===== src/logic/sgl_pkg.sv =====
// sgl_pkg: shared constants, states and bundles of the gate switch lock logic
// assumes a single 200 MHz clock and a millisecond tick built from it
package sgl_pkg;
   // clock and timebase
   localparam int SGL_CLOCK_PERIOD_NS = 5;
   localparam int SGL_TICK_PERIOD_NS = 1000000;
   localparam int SGL_TICK_CYCLES = SGL_TICK_PERIOD_NS / SGL_CLOCK_PERIOD_NS;
   // intervals in milliseconds, counted in ticks
   localparam int SGL_LOCK_TIMEOUT_MS = 600;
   localparam int SGL_REQ_LOW_MS = 500;
   localparam int SGL_MS_WIDTH = 10;
   // extra power-up holding-force attempts after the first
   localparam logic [2:0] SGL_TEST_RETRIES = 3'h7;
   // reset values
   localparam logic [1:0] SGL_OUTPUTS_RESET = 2'h0;

   // lock status states, one-hot
   typedef enum logic [6:0] {
      SGL_ST_INIT    = 7'h01,
      SGL_ST_OPEN    = 7'h02,
      SGL_ST_CLOSED  = 7'h04,
      SGL_ST_TEST    = 7'h08,
      SGL_ST_LOCKING = 7'h10,
      SGL_ST_LOCKED  = 7'h20,
      SGL_ST_FAULT   = 7'h40
   } sgl_state_type;

   // pin inputs as one bundle so the synchroniser treats them alike
   typedef struct packed {
      logic act;   // actuator in range
      logic ch1;   // safety input channel 1
      logic ch2;   // safety input channel 2
      logic req;   // lock request
      logic hold;  // holding force reached
      logic diag;  // internal diagnostic fault
   } sgl_pins_type;

   // indications
   typedef struct packed {
      logic unequal_status;
      logic partial_lock;
      logic lock_fault;
      logic general_fault;
   } sgl_status_type;
endpackage


===== src/logic/sgl_ms_timer.sv =====
// sgl_ms_timer: counts millisecond ticks while enabled, flags when the limit is reached
// assumes tick is a one-cycle pulse on the same clock
module sgl_ms_timer #(
   parameter int WIDTH = 10,
   parameter logic [WIDTH-1:0] LIMIT = '1
) (
   input wire logic clock, // system clock
   input wire logic rst, // async reset, active high
   input wire logic tick, // millisecond pulse
   input wire logic run, // count while high, clear while low
   input wire logic restart, // clear and start again
   output logic done // limit reached, level
);
   logic [WIDTH-1:0] count;
   logic [WIDTH-1:0] next_count;

   // saturate at the limit so done stays until the timer is cleared
   always_comb begin
      next_count = count;
      if (!run || restart) begin
         next_count = '0;
      end else if (tick && count != LIMIT) begin
         next_count = count + 1'b1;
      end
   end

   always_ff @(posedge clock or posedge rst) begin
      if (rst) begin
         count <= '0;
      end else begin
         count <= next_count;
      end
   end

   assign done = (count == LIMIT);
endmodule


===== src/logic/sgl_gate_lock.sv =====
// sgl_gate_lock: safety outputs, plausibility monitor and magnetic lock control of a gate switch
// assumes all inputs arrive asynchronously from pins or the transponder front end
// Overview of operation
// [RQ1] outputs high only when actuator and both inputs high
// [RQ2] outputs low if actuator gone or inputs low
// [RQ3] lock status high while actuator in range; code keeps it low in SGL_ST_INIT and SGL_ST_FAULT
// [RQ4] locking request needs holding force within 600 ms
// [RQ5] request low keeps status high while closed
// [RQ6] status drops once actuator leaves range
// [RQ7] lock timeout faults; recover after 500 ms low
// [RQ8] one channel falling alone flags unequal status
// [RQ9] falling channel rising again locks outputs off
// [RQ10] both channels low together restores normal operation
// [RQ11] magnet on only with request and actuator
// [RQ12] power-up force test, seven further retries
// [RQ13] power-up retries leave status alone until success
// [RQ14] controller keeps request low 500 ms minimum
// [RQ15] forced opening turns safety outputs off
// [RQ16] outputs ignore lock state entirely
// [RQ17] lock fault on timeout or forced opening
// [RQ18] partial operation shown until both channels open
// [RQ19] general fault latches until power cycle
// [RQ20] ms tick timebase, inputs synchronised first
// [RQ21] reset starts with outputs, magnet, status low
module sgl_gate_lock #(
   parameter int TICK_CYCLES = sgl_pkg::SGL_TICK_CYCLES
) (
   input wire logic clock, // 200 MHz system clock
   input wire logic rst, // async reset, active high
   input wire logic actuator_in_range, // transponder sees actuator
   input wire logic safety_in_ch1, // chained safety input 1
   input wire logic safety_in_ch2, // chained safety input 2
   input wire logic lock_request_in, // lock/unlock command
   input wire logic holding_force_ok, // magnet monitor: force reached
   input wire logic diag_fault_in, // internal self-test failure
   output logic [1:0] safety_switching_output, // two redundant safety outputs
   output logic lock_status_out, // lock signal output
   output logic magnet_on, // locking magnet drive
   output sgl_pkg::sgl_status_type status // indications
);
   import sgl_pkg::*;

   sgl_pins_type pins_raw;
   sgl_pins_type sync1;
   sgl_pins_type sync2;
   logic act, ch1, ch2, req, force_ok;
   logic [31:0] pre;
   logic [31:0] next_pre;
   logic tick;
   logic lock_done, low_done, lock_run, lock_restart;
   sgl_state_type state;
   sgl_state_type next_state;
   logic [2:0] tries;
   logic [2:0] next_tries;
   logic both_high_q, unequal, partial, gen_fault;
   logic next_both_high, next_unequal, next_partial, next_gen_fault;
   logic next_safe_on, next_status_hi, next_magnet, next_lock_fault;

   // two-stage synchroniser; only sync2 is read by logic [RQ20]
   assign pins_raw = '{act: actuator_in_range, ch1: safety_in_ch1, ch2: safety_in_ch2,
                       req: lock_request_in, hold: holding_force_ok, diag: diag_fault_in};
   always_ff @(posedge clock or posedge rst) begin
      if (rst) begin
         sync1 <= '0;
         sync2 <= '0;
      end else begin
         sync1 <= pins_raw;
         sync2 <= sync1;
      end
   end
   assign act = sync2.act;
   assign ch1 = sync2.ch1;
   assign ch2 = sync2.ch2;
   assign req = sync2.req;
   assign force_ok = sync2.hold;

   // millisecond prescaler; shorten TICK_CYCLES in simulation [RQ20]
   always_comb begin
      next_pre = pre + 32'h1;
      if (pre == 32'(TICK_CYCLES - 1)) begin
         next_pre = 32'h0;
      end
   end
   always_ff @(posedge clock or posedge rst) begin
      if (rst) begin
         pre <= 32'h0;
      end else begin
         pre <= next_pre;
      end
   end
   assign tick = (pre == 32'(TICK_CYCLES - 1));

   // holding-force timeout, restarted for each power-up attempt [RQ4] [RQ12]
   assign lock_run = (state == SGL_ST_TEST) || (state == SGL_ST_LOCKING);
   assign lock_restart = (state == SGL_ST_TEST) && lock_done;
   sgl_ms_timer #(.WIDTH(SGL_MS_WIDTH), .LIMIT(SGL_MS_WIDTH'(SGL_LOCK_TIMEOUT_MS))) u_lock_timer (
      .clock(clock),
      .rst(rst),
      .tick(tick),
      .run(lock_run),
      .restart(lock_restart),
      .done(lock_done)
   );

   // request-low interval; cleared the moment the request rises [RQ7]
   sgl_ms_timer #(.WIDTH(SGL_MS_WIDTH), .LIMIT(SGL_MS_WIDTH'(SGL_REQ_LOW_MS))) u_low_timer (
      .clock(clock),
      .rst(rst),
      .tick(tick),
      .run(!req),
      .restart(1'b0),
      .done(low_done)
   );

   // lock status state machine
   always_comb begin
      next_state = state;
      next_tries = tries;
      case (state)
         SGL_ST_INIT: begin
            // first evaluation waits one tick so the synchronisers have settled [RQ21]
            if (tick) begin
               if (!act) begin
                  next_state = SGL_ST_OPEN;
               end else if (req) begin
                  next_state = SGL_ST_TEST;
                  next_tries = 3'h0;
               end else begin
                  next_state = SGL_ST_CLOSED;
               end
            end
         end
         SGL_ST_OPEN: begin
            if (act) begin
               next_state = req ? SGL_ST_LOCKING : SGL_ST_CLOSED; // [RQ3]
            end
         end
         SGL_ST_CLOSED: begin
            if (!act) begin
               next_state = SGL_ST_OPEN; // [RQ6]
            end else if (req) begin
               next_state = SGL_ST_LOCKING;
            end
         end
         SGL_ST_TEST: begin
            // failed attempts keep status high; only exhaustion faults [RQ13]
            if (!act) begin
               next_state = SGL_ST_OPEN;
            end else if (!req) begin
               next_state = SGL_ST_CLOSED;
            end else if (force_ok) begin
               next_state = SGL_ST_LOCKED;
            end else if (lock_done) begin
               if (tries == SGL_TEST_RETRIES) begin
                  next_state = SGL_ST_FAULT; // [RQ12]
               end else begin
                  next_tries = tries + 3'h1;
               end
            end
         end
         SGL_ST_LOCKING: begin
            if (!req) begin
               next_state = act ? SGL_ST_CLOSED : SGL_ST_OPEN; // [RQ5]
            end else if (!act || (lock_done && !force_ok)) begin
               next_state = SGL_ST_FAULT; // [RQ4] [RQ17]
            end else if (force_ok) begin
               next_state = SGL_ST_LOCKED;
            end
         end
         SGL_ST_LOCKED: begin
            if (!req) begin
               next_state = act ? SGL_ST_CLOSED : SGL_ST_OPEN;
            end else if (!act) begin
               next_state = SGL_ST_FAULT; // forced opening [RQ17]
            end
         end
         SGL_ST_FAULT: begin
            // only a long enough low phase followed by a rise recovers [RQ7]
            if (req && low_done) begin
               next_state = act ? SGL_ST_LOCKING : SGL_ST_OPEN;
            end
         end
         default: begin
            next_state = SGL_ST_INIT;
         end
      endcase
   end

   // plausibility monitor and latched general fault
   always_comb begin
      next_both_high = ch1 && ch2;
      next_unequal = unequal;
      next_partial = partial;
      next_gen_fault = gen_fault || sync2.diag; // no clear except reset [RQ19]
      if (!ch1 && !ch2) begin
         next_unequal = 1'b0; // [RQ10] [RQ18]
         next_partial = 1'b0;
      end else if (both_high_q && (ch1 ^ ch2)) begin
         next_unequal = 1'b1; // [RQ8]
      end else if (unequal && ch1 && ch2) begin
         next_partial = 1'b1; // [RQ9]
      end
   end

   // safety outputs depend on actuator, inputs, plausibility lock and general fault, never on lock state [RQ16]
   always_comb begin
      next_safe_on = act && ch1 && ch2 && !next_partial && !next_gen_fault; // [RQ1] [RQ2] [RQ15]
      next_status_hi = (next_state == SGL_ST_CLOSED) || (next_state == SGL_ST_TEST) ||
                       (next_state == SGL_ST_LOCKING) || (next_state == SGL_ST_LOCKED); // [RQ3]
      next_magnet = (next_state == SGL_ST_TEST) || (next_state == SGL_ST_LOCKING) ||
                    (next_state == SGL_ST_LOCKED); // [RQ11]
      next_lock_fault = (next_state == SGL_ST_FAULT); // [RQ17]
   end

   // all flags and outputs start low, state starts in SGL_ST_INIT [RQ21]
   always_ff @(posedge clock or posedge rst) begin
      if (rst) begin
         state <= SGL_ST_INIT;
         tries <= 3'h0;
         both_high_q <= 1'b0;
         unequal <= 1'b0;
         partial <= 1'b0;
         gen_fault <= 1'b0;
         safety_switching_output <= SGL_OUTPUTS_RESET;
         lock_status_out <= 1'b0;
         magnet_on <= 1'b0;
         status <= '0;
      end else begin
         state <= next_state;
         tries <= next_tries;
         both_high_q <= next_both_high;
         unequal <= next_unequal;
         partial <= next_partial;
         gen_fault <= next_gen_fault;
         safety_switching_output <= {next_safe_on, next_safe_on};
         lock_status_out <= next_status_hi;
         magnet_on <= next_magnet;
         status <= '{unequal_status: next_unequal, partial_lock: next_partial,
                     lock_fault: next_lock_fault, general_fault: next_gen_fault};
      end
   end

   // helper for the timeout check: fault shown with status and magnet both released
   logic lock_fault_seen;
   assign lock_fault_seen = status.lock_fault && !lock_status_out && !magnet_on;
endmodule


===== config.mk =====
export PLATFORM = sky130hd
export DESIGN_NAME = sgl_gate_lock
export DESIGN_NICKNAME = d
export VERILOG_FILES = /design/src/logic/sgl_pkg.sv /design/src/logic/sgl_ms_timer.sv /design/src/logic/sgl_gate_lock.sv
export SDC_FILE = /design/constraint.sdc
export NUM_CORES = 1
export LEC_CHECK = 0
export BUFFER_PORTS_ARGS = -buffer_cell sky130_fd_sc_hd__buf_2
export CORE_MARGIN = 4
export CORE_UTILIZATION = 45
export DETAILED_ROUTE_END_ITERATION = 8
export PLACE_DENSITY_LB_ADDON = 0.2
export SLEW_MARGIN = 30
export SYNTH_ARGS = -nofsm -noshare
export SYNTH_HDL_FRONTEND = slang
export SYNTH_SLANG_ARGS = --single-unit

===== constraint.sdc =====
create_clock -name clock -period 6.5 [get_ports clock]
set_input_delay 0.975 -clock clock [delete_from_list [all_inputs] [get_ports clock]]
set_output_delay 0.975 -clock clock [all_outputs]
set_load 0.03 [all_outputs]

==> results of run 1 <==
## routing by layer
| metal | part of all wire (%) | wire [um] |
|---|---|---|
| met1 | 49 | 3605 |
| met2 | 48 | 3525 |
| met3 | 2.7 | 200 |
| met4 | 0.88 | 65 |
| met5 | 0 | 0 |
## area by class of cell
| type | instances | area [um2] | share of cell area [%] |
|---|---|---|---|
| sequential | 82 | 2053 | 46.90 |
| clock buffer | 9 | 123.9 | 2.829 |
| clock inverter | 7 | 98.84 | 2.258 |
| tap | 108 | 135.1 | 3.087 |
| inverter | 8 | 31.28 | 0.7145 |
| multi-input combinational | 281 | 1831 | 41.81 |
| timing repair buffer | 19 | 105.1 | 2.401 |
## synthesized netlist by cell type (2+ instances only)
| master | n | area, um2 |
|---|---|---|
| a211o_1 | 3 | 26.28 |
| nand2b_1 | 5 | 31.28 |
| nor3b_1 | 2 | 15.01 |
| inv_1 | 8 | 30.03 |
| nand4b_1 | 2 | 17.52 |
| dfrtp_1 | 81 | 2027 |
| clkbuf_1 | 10 | 37.54 |
| xnor2_1 | 21 | 183.9 |
| and4_1 | 4 | 35.03 |
| nand4_1 | 11 | 68.82 |
| xor2_1 | 25 | 219.0 |
| buf_2 | 2 | 10.01 |
| nand2_1 | 23 | 86.33 |
| nand3_1 | 27 | 135.1 |
| and2_1 | 7 | 43.79 |
| nor4_2 | 2 | 25.02 |
| nor3_1 | 10 | 50.05 |
| a31oi_1 | 2 | 12.51 |
| nor2_1 | 39 | 146.4 |
| nor4_1 | 8 | 50.05 |
| buf_4 | 4 | 30.03 |
| nor2b_1 | 2 | 12.51 |
| ha_1 | 9 | 112.6 |
| or3_1 | 6 | 37.54 |
| a21oi_1 | 16 | 80.08 |
| or4_1 | 3 | 22.52 |
| a22o_2 | 2 | 20.02 |
| nor4b_1 | 2 | 17.52 |
| and3_1 | 13 | 81.33 |
| o21ai_0 | 12 | 60.06 |
| mux2i_1 | 3 | 30.03 |
## where the power goes
part	switching, uW	leakage (uW)	internal, uW
Clock	192	0.000111	220
Combinational	17.8	0.000761	5.83
Sequential	5.39	0.00109	515
## placed cells by master (no fill, tap or decap), drive strengths merged, types with 2 or more instances in the layout
cell type and instances:
dfrtp 81, nor2 39, nand3 27, xor2 25, nand2 23, xnor2 21, buf 19, a21oi 16
and3 13, o21ai 12, nand4 11, nor3 11, nor4 10, inv 10, ha 9, clkbuf 9
and2 7, or3 6, nand2b 6, and4 4, or4 3, mux2i 3, a211o 3, nor3b 2
nor4b 2, nand4b 2, nor2b 2, clkinv 2, a22o 2, bufinv 2, or4b 2, a31oi 2
a211oi 2, a2111oi 2
## how the worst max path moves through the flow
stage / depth (start not counted) / slack, ns / endpoint
2_1_floorplan: 1 / 3.42 / act$_DFF_PP0_
3_3_place_gp: 5 / 3.84 / tries[0]$_DFFE_PP0P_
3_5_place_dp: 5 / 3.80 / tries[0]$_DFFE_PP0P_
4_1_cts: 5 / 3.80 / tries[0]$_DFFE_PP0P_
5_1_grt: 5 / 3.68 / tries[0]$_DFFE_PP0P_
6_report: 5 / 3.79 / tries[0]$_DFFE_PP0P_
## metrics by stage
stage               instances  power (uW)  hold slack (ns)  cell area, um2  setup slack [ns]
floorplan                 388       548.6           0.3312            3989             3.418
global route              514       995.4           0.3589            4378             3.684
CTS                       514       970.2           0.3541            4372             3.798
global placement          498       555.5           0.3323            4149             3.838
finish                    514       956.5           0.3521            4378             3.787
detailed placement        498       555.9           0.3347            4149             3.802
## cells by family after synthesis
family	Yosys count
flip-flops	82
adder cells (fa/ha/maj)	9
multiplexers	4
buffers and inverters	25
AO/OA/AOI/OAI	48
XOR/XNOR	46
AND/OR/NAND/NOR	174
## sequential cells by signal, summed over array words and instances (netlist names), 3 cells and up
name                count
u_low_timer.count      10
sync1                   6
pre                    32
state                   7
u_lock_timer.count     10
tries                   3
==> impl_metrics.csv, run 1 <==
group,metric,value,unit
detailed_routing,viasPerCell,5.434,
synthesis,synth_xor_area_share,10.10,%
sta,rsz0062_at_grt,"no",
synthesis,syn_area,3989,um2
synthesis,ys_types,55,
floorplanning,core.rowCount,34,
global_routing,grt_pass1_wl,13.03,mm
floorplanning,initial_core_util,45.96,%
synthesis,synth_fp_nets,405,
layout,layout.nets,418,
setup_path,worstSetupEndpointType,"flip-flop",
synthesis,syn_area_per_cell,10.28,um2
sta,worstMarginPinSlew,0.7206,ns
synthesis,synthAdderAreaFrac,2.823,%
clocking,ctsHoldBuffers,0,
sta,clock_skew,0.007069,ns
place,dpl.hpwl,5.140,mm
global_routing,grt_pass1_vias,2728,
setup_path,crit_path_cell_trace,"or4_1 > or4b_1 > nand2b_4 > a211o_1 > mux2_2",
detailed_routing,drtPass1Iterations,5,
min_path,hp-class,"flip-flop to flip-flop",
sta,min_period,2.713,ns
power_and_ir_drop,ir_worst_vdd,0.0001186,V
detailed_routing,drt_iter0_drc,146,
clocking,clkTransAtPathRegs,0.09,ns
global_routing,antenna_found_initial,0,
layout,final_util,50.45,%
setup_path,cpMaxStageDelayCell,"or4_1",
sta,final.setup.tns,0,ns
synthesis,synth_top_family_by_area,"simple AND/OR/NAND/NOR gates",
sta,period_share,41.74,%
synthesis,yosysWarnings,0,
synthesis,synthSimpleGateAreaFrac,24.00,%
global_routing,grt_max_degree,58,
layout,diodes,0,
clocking,clock_insertion_delay_worst_skew,0.35,ns
min_path,hp-start,"sync1[2]$_DFF_PP0_",
global_routing,grt-ovfl-total,0,
global_routing,track_usage,15.75,%
clocking,cts_tree,"built",
synthesis,ys_ff_latch,82,
power_and_ir_drop,pwr_density_cell,218.5,nW/um2
setup_path,cp.required,6.74,ns
global_routing,met3_usage,2.867,%
synthesis,synthMuxAreaShare,1.035,%
sta,maxSlewViolCount,0,
global_routing,met2_usage,24.79,%
synthesis,synthFlopType,"dfrtp_1",
detailed_routing,routed_wl,7.396,mm
power_and_ir_drop,p_leak,0.001964,uW
clocking,cts_resized,0,
floorplanning,die_h,102.2,um
clocking,postCtsSetupBuffers,0,
sta,slew_headroom,51.96,%
layout,syn2layout_area_growth,9.755,%
clocking,htree_levels,3,
min_path,min_to,"req$_DFF_PP0_",
synthesis,synth_edf_count,0,
layout,drive_gt1_share,12.07,%
setup_path,critPathTopFamily,"simple AND/OR/NAND/NOR gates",
setup_path,cp-startpoint,"state[5]$_DFF_PP0_",
synthesis,synth_compound_area_share,7.779,%
detailed_routing,detail_route.drc_violations,0,
status,status,"finished, final reports clean",
setup_path,crit_type,"flip-flop to flip-flop",
floorplanning,ios,16,
floorplanning,fp.dieW,102.2,um
synthesis,postSynthCellCount,388,
sta,setup_viol,0,
detailed_routing,vias,2793,
place,place.gp.congestion,0.8431,
clocking,cts.path.max_buffers,2,
detailed_routing,ant_nets,0,
clocking,cts_made_buffers,9,
floorplanning,core_area,8678,um2
min_path,whs_path_depth,0,
synthesis,asyncSetResetFlopFracSynth,100.0,%
setup_path,cp_slowest_stage_delay,0.66,ns
setup_path,cp_max_fo,11,
setup_path,worst_setup_path_start_kind,"flip-flop",
run,max-cap-violations,0,
setup_path,r2r-end,"tries[0]$_DFFE_PP0P_",
setup_path,r2r_start,"state[5]$_DFF_PP0_",
place,port-buffer-count,15,
detailed_routing,wl_per_cell,14.39,um
setup_path,arrival,2.95,ns
sta,fmax,0.3686,GHz
setup_path,rr_worst_depth,5,
layout,fill_cells,822,
clocking,clock_sink_count,82,
floorplanning,die_area,10430,um2
global_routing,grt-busiest-layer,"met2",
setup_path,reg2reg_slack,3.79,ns
clocking,cts-root-buf,"clkbuf_8",
setup_path,critPathBufInv,0,
global_routing,use_met1,21.53,%
sta,hold_viol_final,0,
synthesis,yosysSeqAreaShare,51.47,%
Power figures use the tool's default switching activity.
==> run 2, diff against run 1 <==
Clock period 6.5 ns to 2.8 ns, I/O delays scaled along.
==> impl_metrics.csv, run 2 (synthesis results as in run 1) <==
group,metric,value,unit
status,status,"finished, final reports clean",
setup_path,crit_type,"flip-flop to flip-flop",
clocking,clock_sink_count,82,
floorplanning,core_area,8678,um2
detailed_routing,wl_met2,3.676,mm
setup_path,arrival,2.73,ns
clocking,cts.path.max_buffers,2,
detailed_routing,routedLengthMet1,3.783,mm
layout,fill_cells,815,
layout,largest-register,"pre",
place,place.gp.congestion,0.8050,
sta,slew_headroom,52.82,%
sta,hold_viol_final,0,
sta,period_share,88.46,%
place,placedCellCount,507,
layout,diodes,0,
setup_path,r2r-end,"tries[0]$_DFFE_PP0P_",
place,dpl.hpwl,5.531,mm
layout,seq_area,2053,um2
detailed_routing,wl_per_cell,15.15,um
power_and_ir_drop,pwr_density_cell,479.0,nW/um2
layout,largest_reg_flops,32,
global_routing,antenna_found_initial,0,
clocking,postCtsSetupBuffers,0,
global_routing,grt-ovfl-total,0,
power_and_ir_drop,ir_worst_vdd,0.0002735,V
setup_path,worstSetupEndpointType,"flip-flop",
detailed_routing,detail_route.drc_violations,0,
global_routing,grt_max_degree,41,
place,pre_cts_slack,0.3468,ns
layout,multi_input_area,1831,um2
layout,final_cells,523,
setup_path,rr_worst_depth,5,
detailed_routing,dr_wl_met3,284,um
place,port-buffer-count,15,
detailed_routing,viasPerCell,5.591,
sta,worstMarginPinSlew,0.7069,ns
setup_path,worst_setup_path_start_kind,"flip-flop",
floorplanning,initial_core_util,45.96,%
detailed_routing,routed.top_layer,"met4",
layout,final_common_cell,"dfrtp_1",
layout,final_cell_mix,"dfrtp_1, nor2_1, nand3_1",
sta,min_period,2.477,ns
clocking,clock_insertion_delay_worst_skew,0.36,ns
floorplanning,core.rowCount,34,
clocking,htree_levels,3,
clocking,cts-root-buf,"clkbuf_8",
clocking,clkTransAtPathRegs,0.10,ns
power_and_ir_drop,p_leak,0.002003,uW
sta,setup_viol,0,
floorplanning,ios,16,
clocking,cts_resized,0,
layout,top_regs,"pre: 32 flops, u_lock_timer.count: 10 flops, u_low_timer.count: 10 flops",
sta,holdWs,0.1392,ns
layout,layout.nets,427,
setup_path,reg2reg_slack,0.32,ns
sta,final.setup.tns,0,ns
setup_path,cp_max_fo,7,
run,max-cap-violations,0,
sta,fmax,0.4037,GHz
detailed_routing,routed_wl,7.923,mm
detailed_routing,ant_nets,0,
global_routing,track_usage,16.88,%
floorplanning,die_area,10430,um2
setup_path,cp.required,3.05,ns
min_path,hp-class,"primary input to async pin",
sta,layout_setup_ws,0.3231,ns
detailed_routing,vias,2924,
detailed_routing,drtPass1Iterations,4,
clocking,cts_made_buffers,9,
sta,clock_skew,0.01446,ns
floorplanning,die_h,102.2,um
clocking,ctsHoldBuffers,0,
layout,drive_gt1_share,13.98,%
global_routing,grt_pass1_vias,2913,
setup_path,r2r_start,"state[0]$_DFF_PP1_",
sta,maxSlewViolCount,0,
clocking,cts_tree,"built",
sta,rsz0062_at_grt,"no",
detailed_routing,drt_iter0_drc,103,
floorplanning,fp.dieW,102.2,um
layout,syn2layout_area_growth,10.95,%
global_routing,grt_pass1_wl,13.90,mm
layout,final_util,50.99,%
[run 2: cell types whose count changed in the layout (fill, tap and decap cells not counted), sizes merged]
cell and delta:
inv +3, bufinv -2, buf +9, clkinvlp -1
[run 2: how the worst max path moves through the flow]
stage / from / end / slack, ns
final: state[0]$_DFF_PP1_ / tries[0]$_DFFE_PP0P_ / 0.32
after global routing: u_lock_timer.count[7]$_DFFE_PP0P_ / magnet_on$_DFF_PP0_ / 0.16
after CTS: state[0]$_DFF_PP1_ / tries[0]$_DFFE_PP0P_ / 0.33
after detailed placement: state[0]$_DFF_PP1_ / tries[0]$_DFFE_PP0P_ / 0.35
after global placement: state[0]$_DFF_PP1_ / tries[0]$_DFFE_PP0P_ / 0.38
after floorplan: rst / act$_DFF_PP0_ / 0.27
[run 2: metrics by stage]
step / power [uW] / instance area, um2
after CTS: 2151 / 4419
after global routing: 2204 / 4425
after floorplan: 1273 / 3989
after detailed placement: 1297 / 4229
after global placement: 1295 / 4229
final: 2120 / 4425
[run 2: power by group]
group | total [uW] | switching [uW] | internal, uW
clock network | 850 | 500 | 349
registers | 1210 | 10.2 | 1200
logic | 63.5 | 46.1 | 17.3
[run 2: layer usage]
layer / global-route usage [%] / vias up
li1: - / 1415
met1: 23.46 / 1446
met2: 25.84 / 49
met3: 2.730 / 14
met4: 8.174 / 0
met5: 0 / -
[run 2: area by class of cell]
cell class	count	area share, %
Sequential cell	82	46.40
Multi-Input combinational cell	281	41.36
Timing Repair Buffer	28	4.184
Tap cell	108	3.053
Clock buffer	9	2.799
Clock inverter	7	1.498
Inverter	8	0.7068
[run 2: critical path, stage by stage, from the launching register on]
cell      delay (ns)
dfstp_2         0.41
or4_1           0.53
or4b_1          0.64
nand2b_4        0.20
a211o_1         0.32
mux2_2          0.27
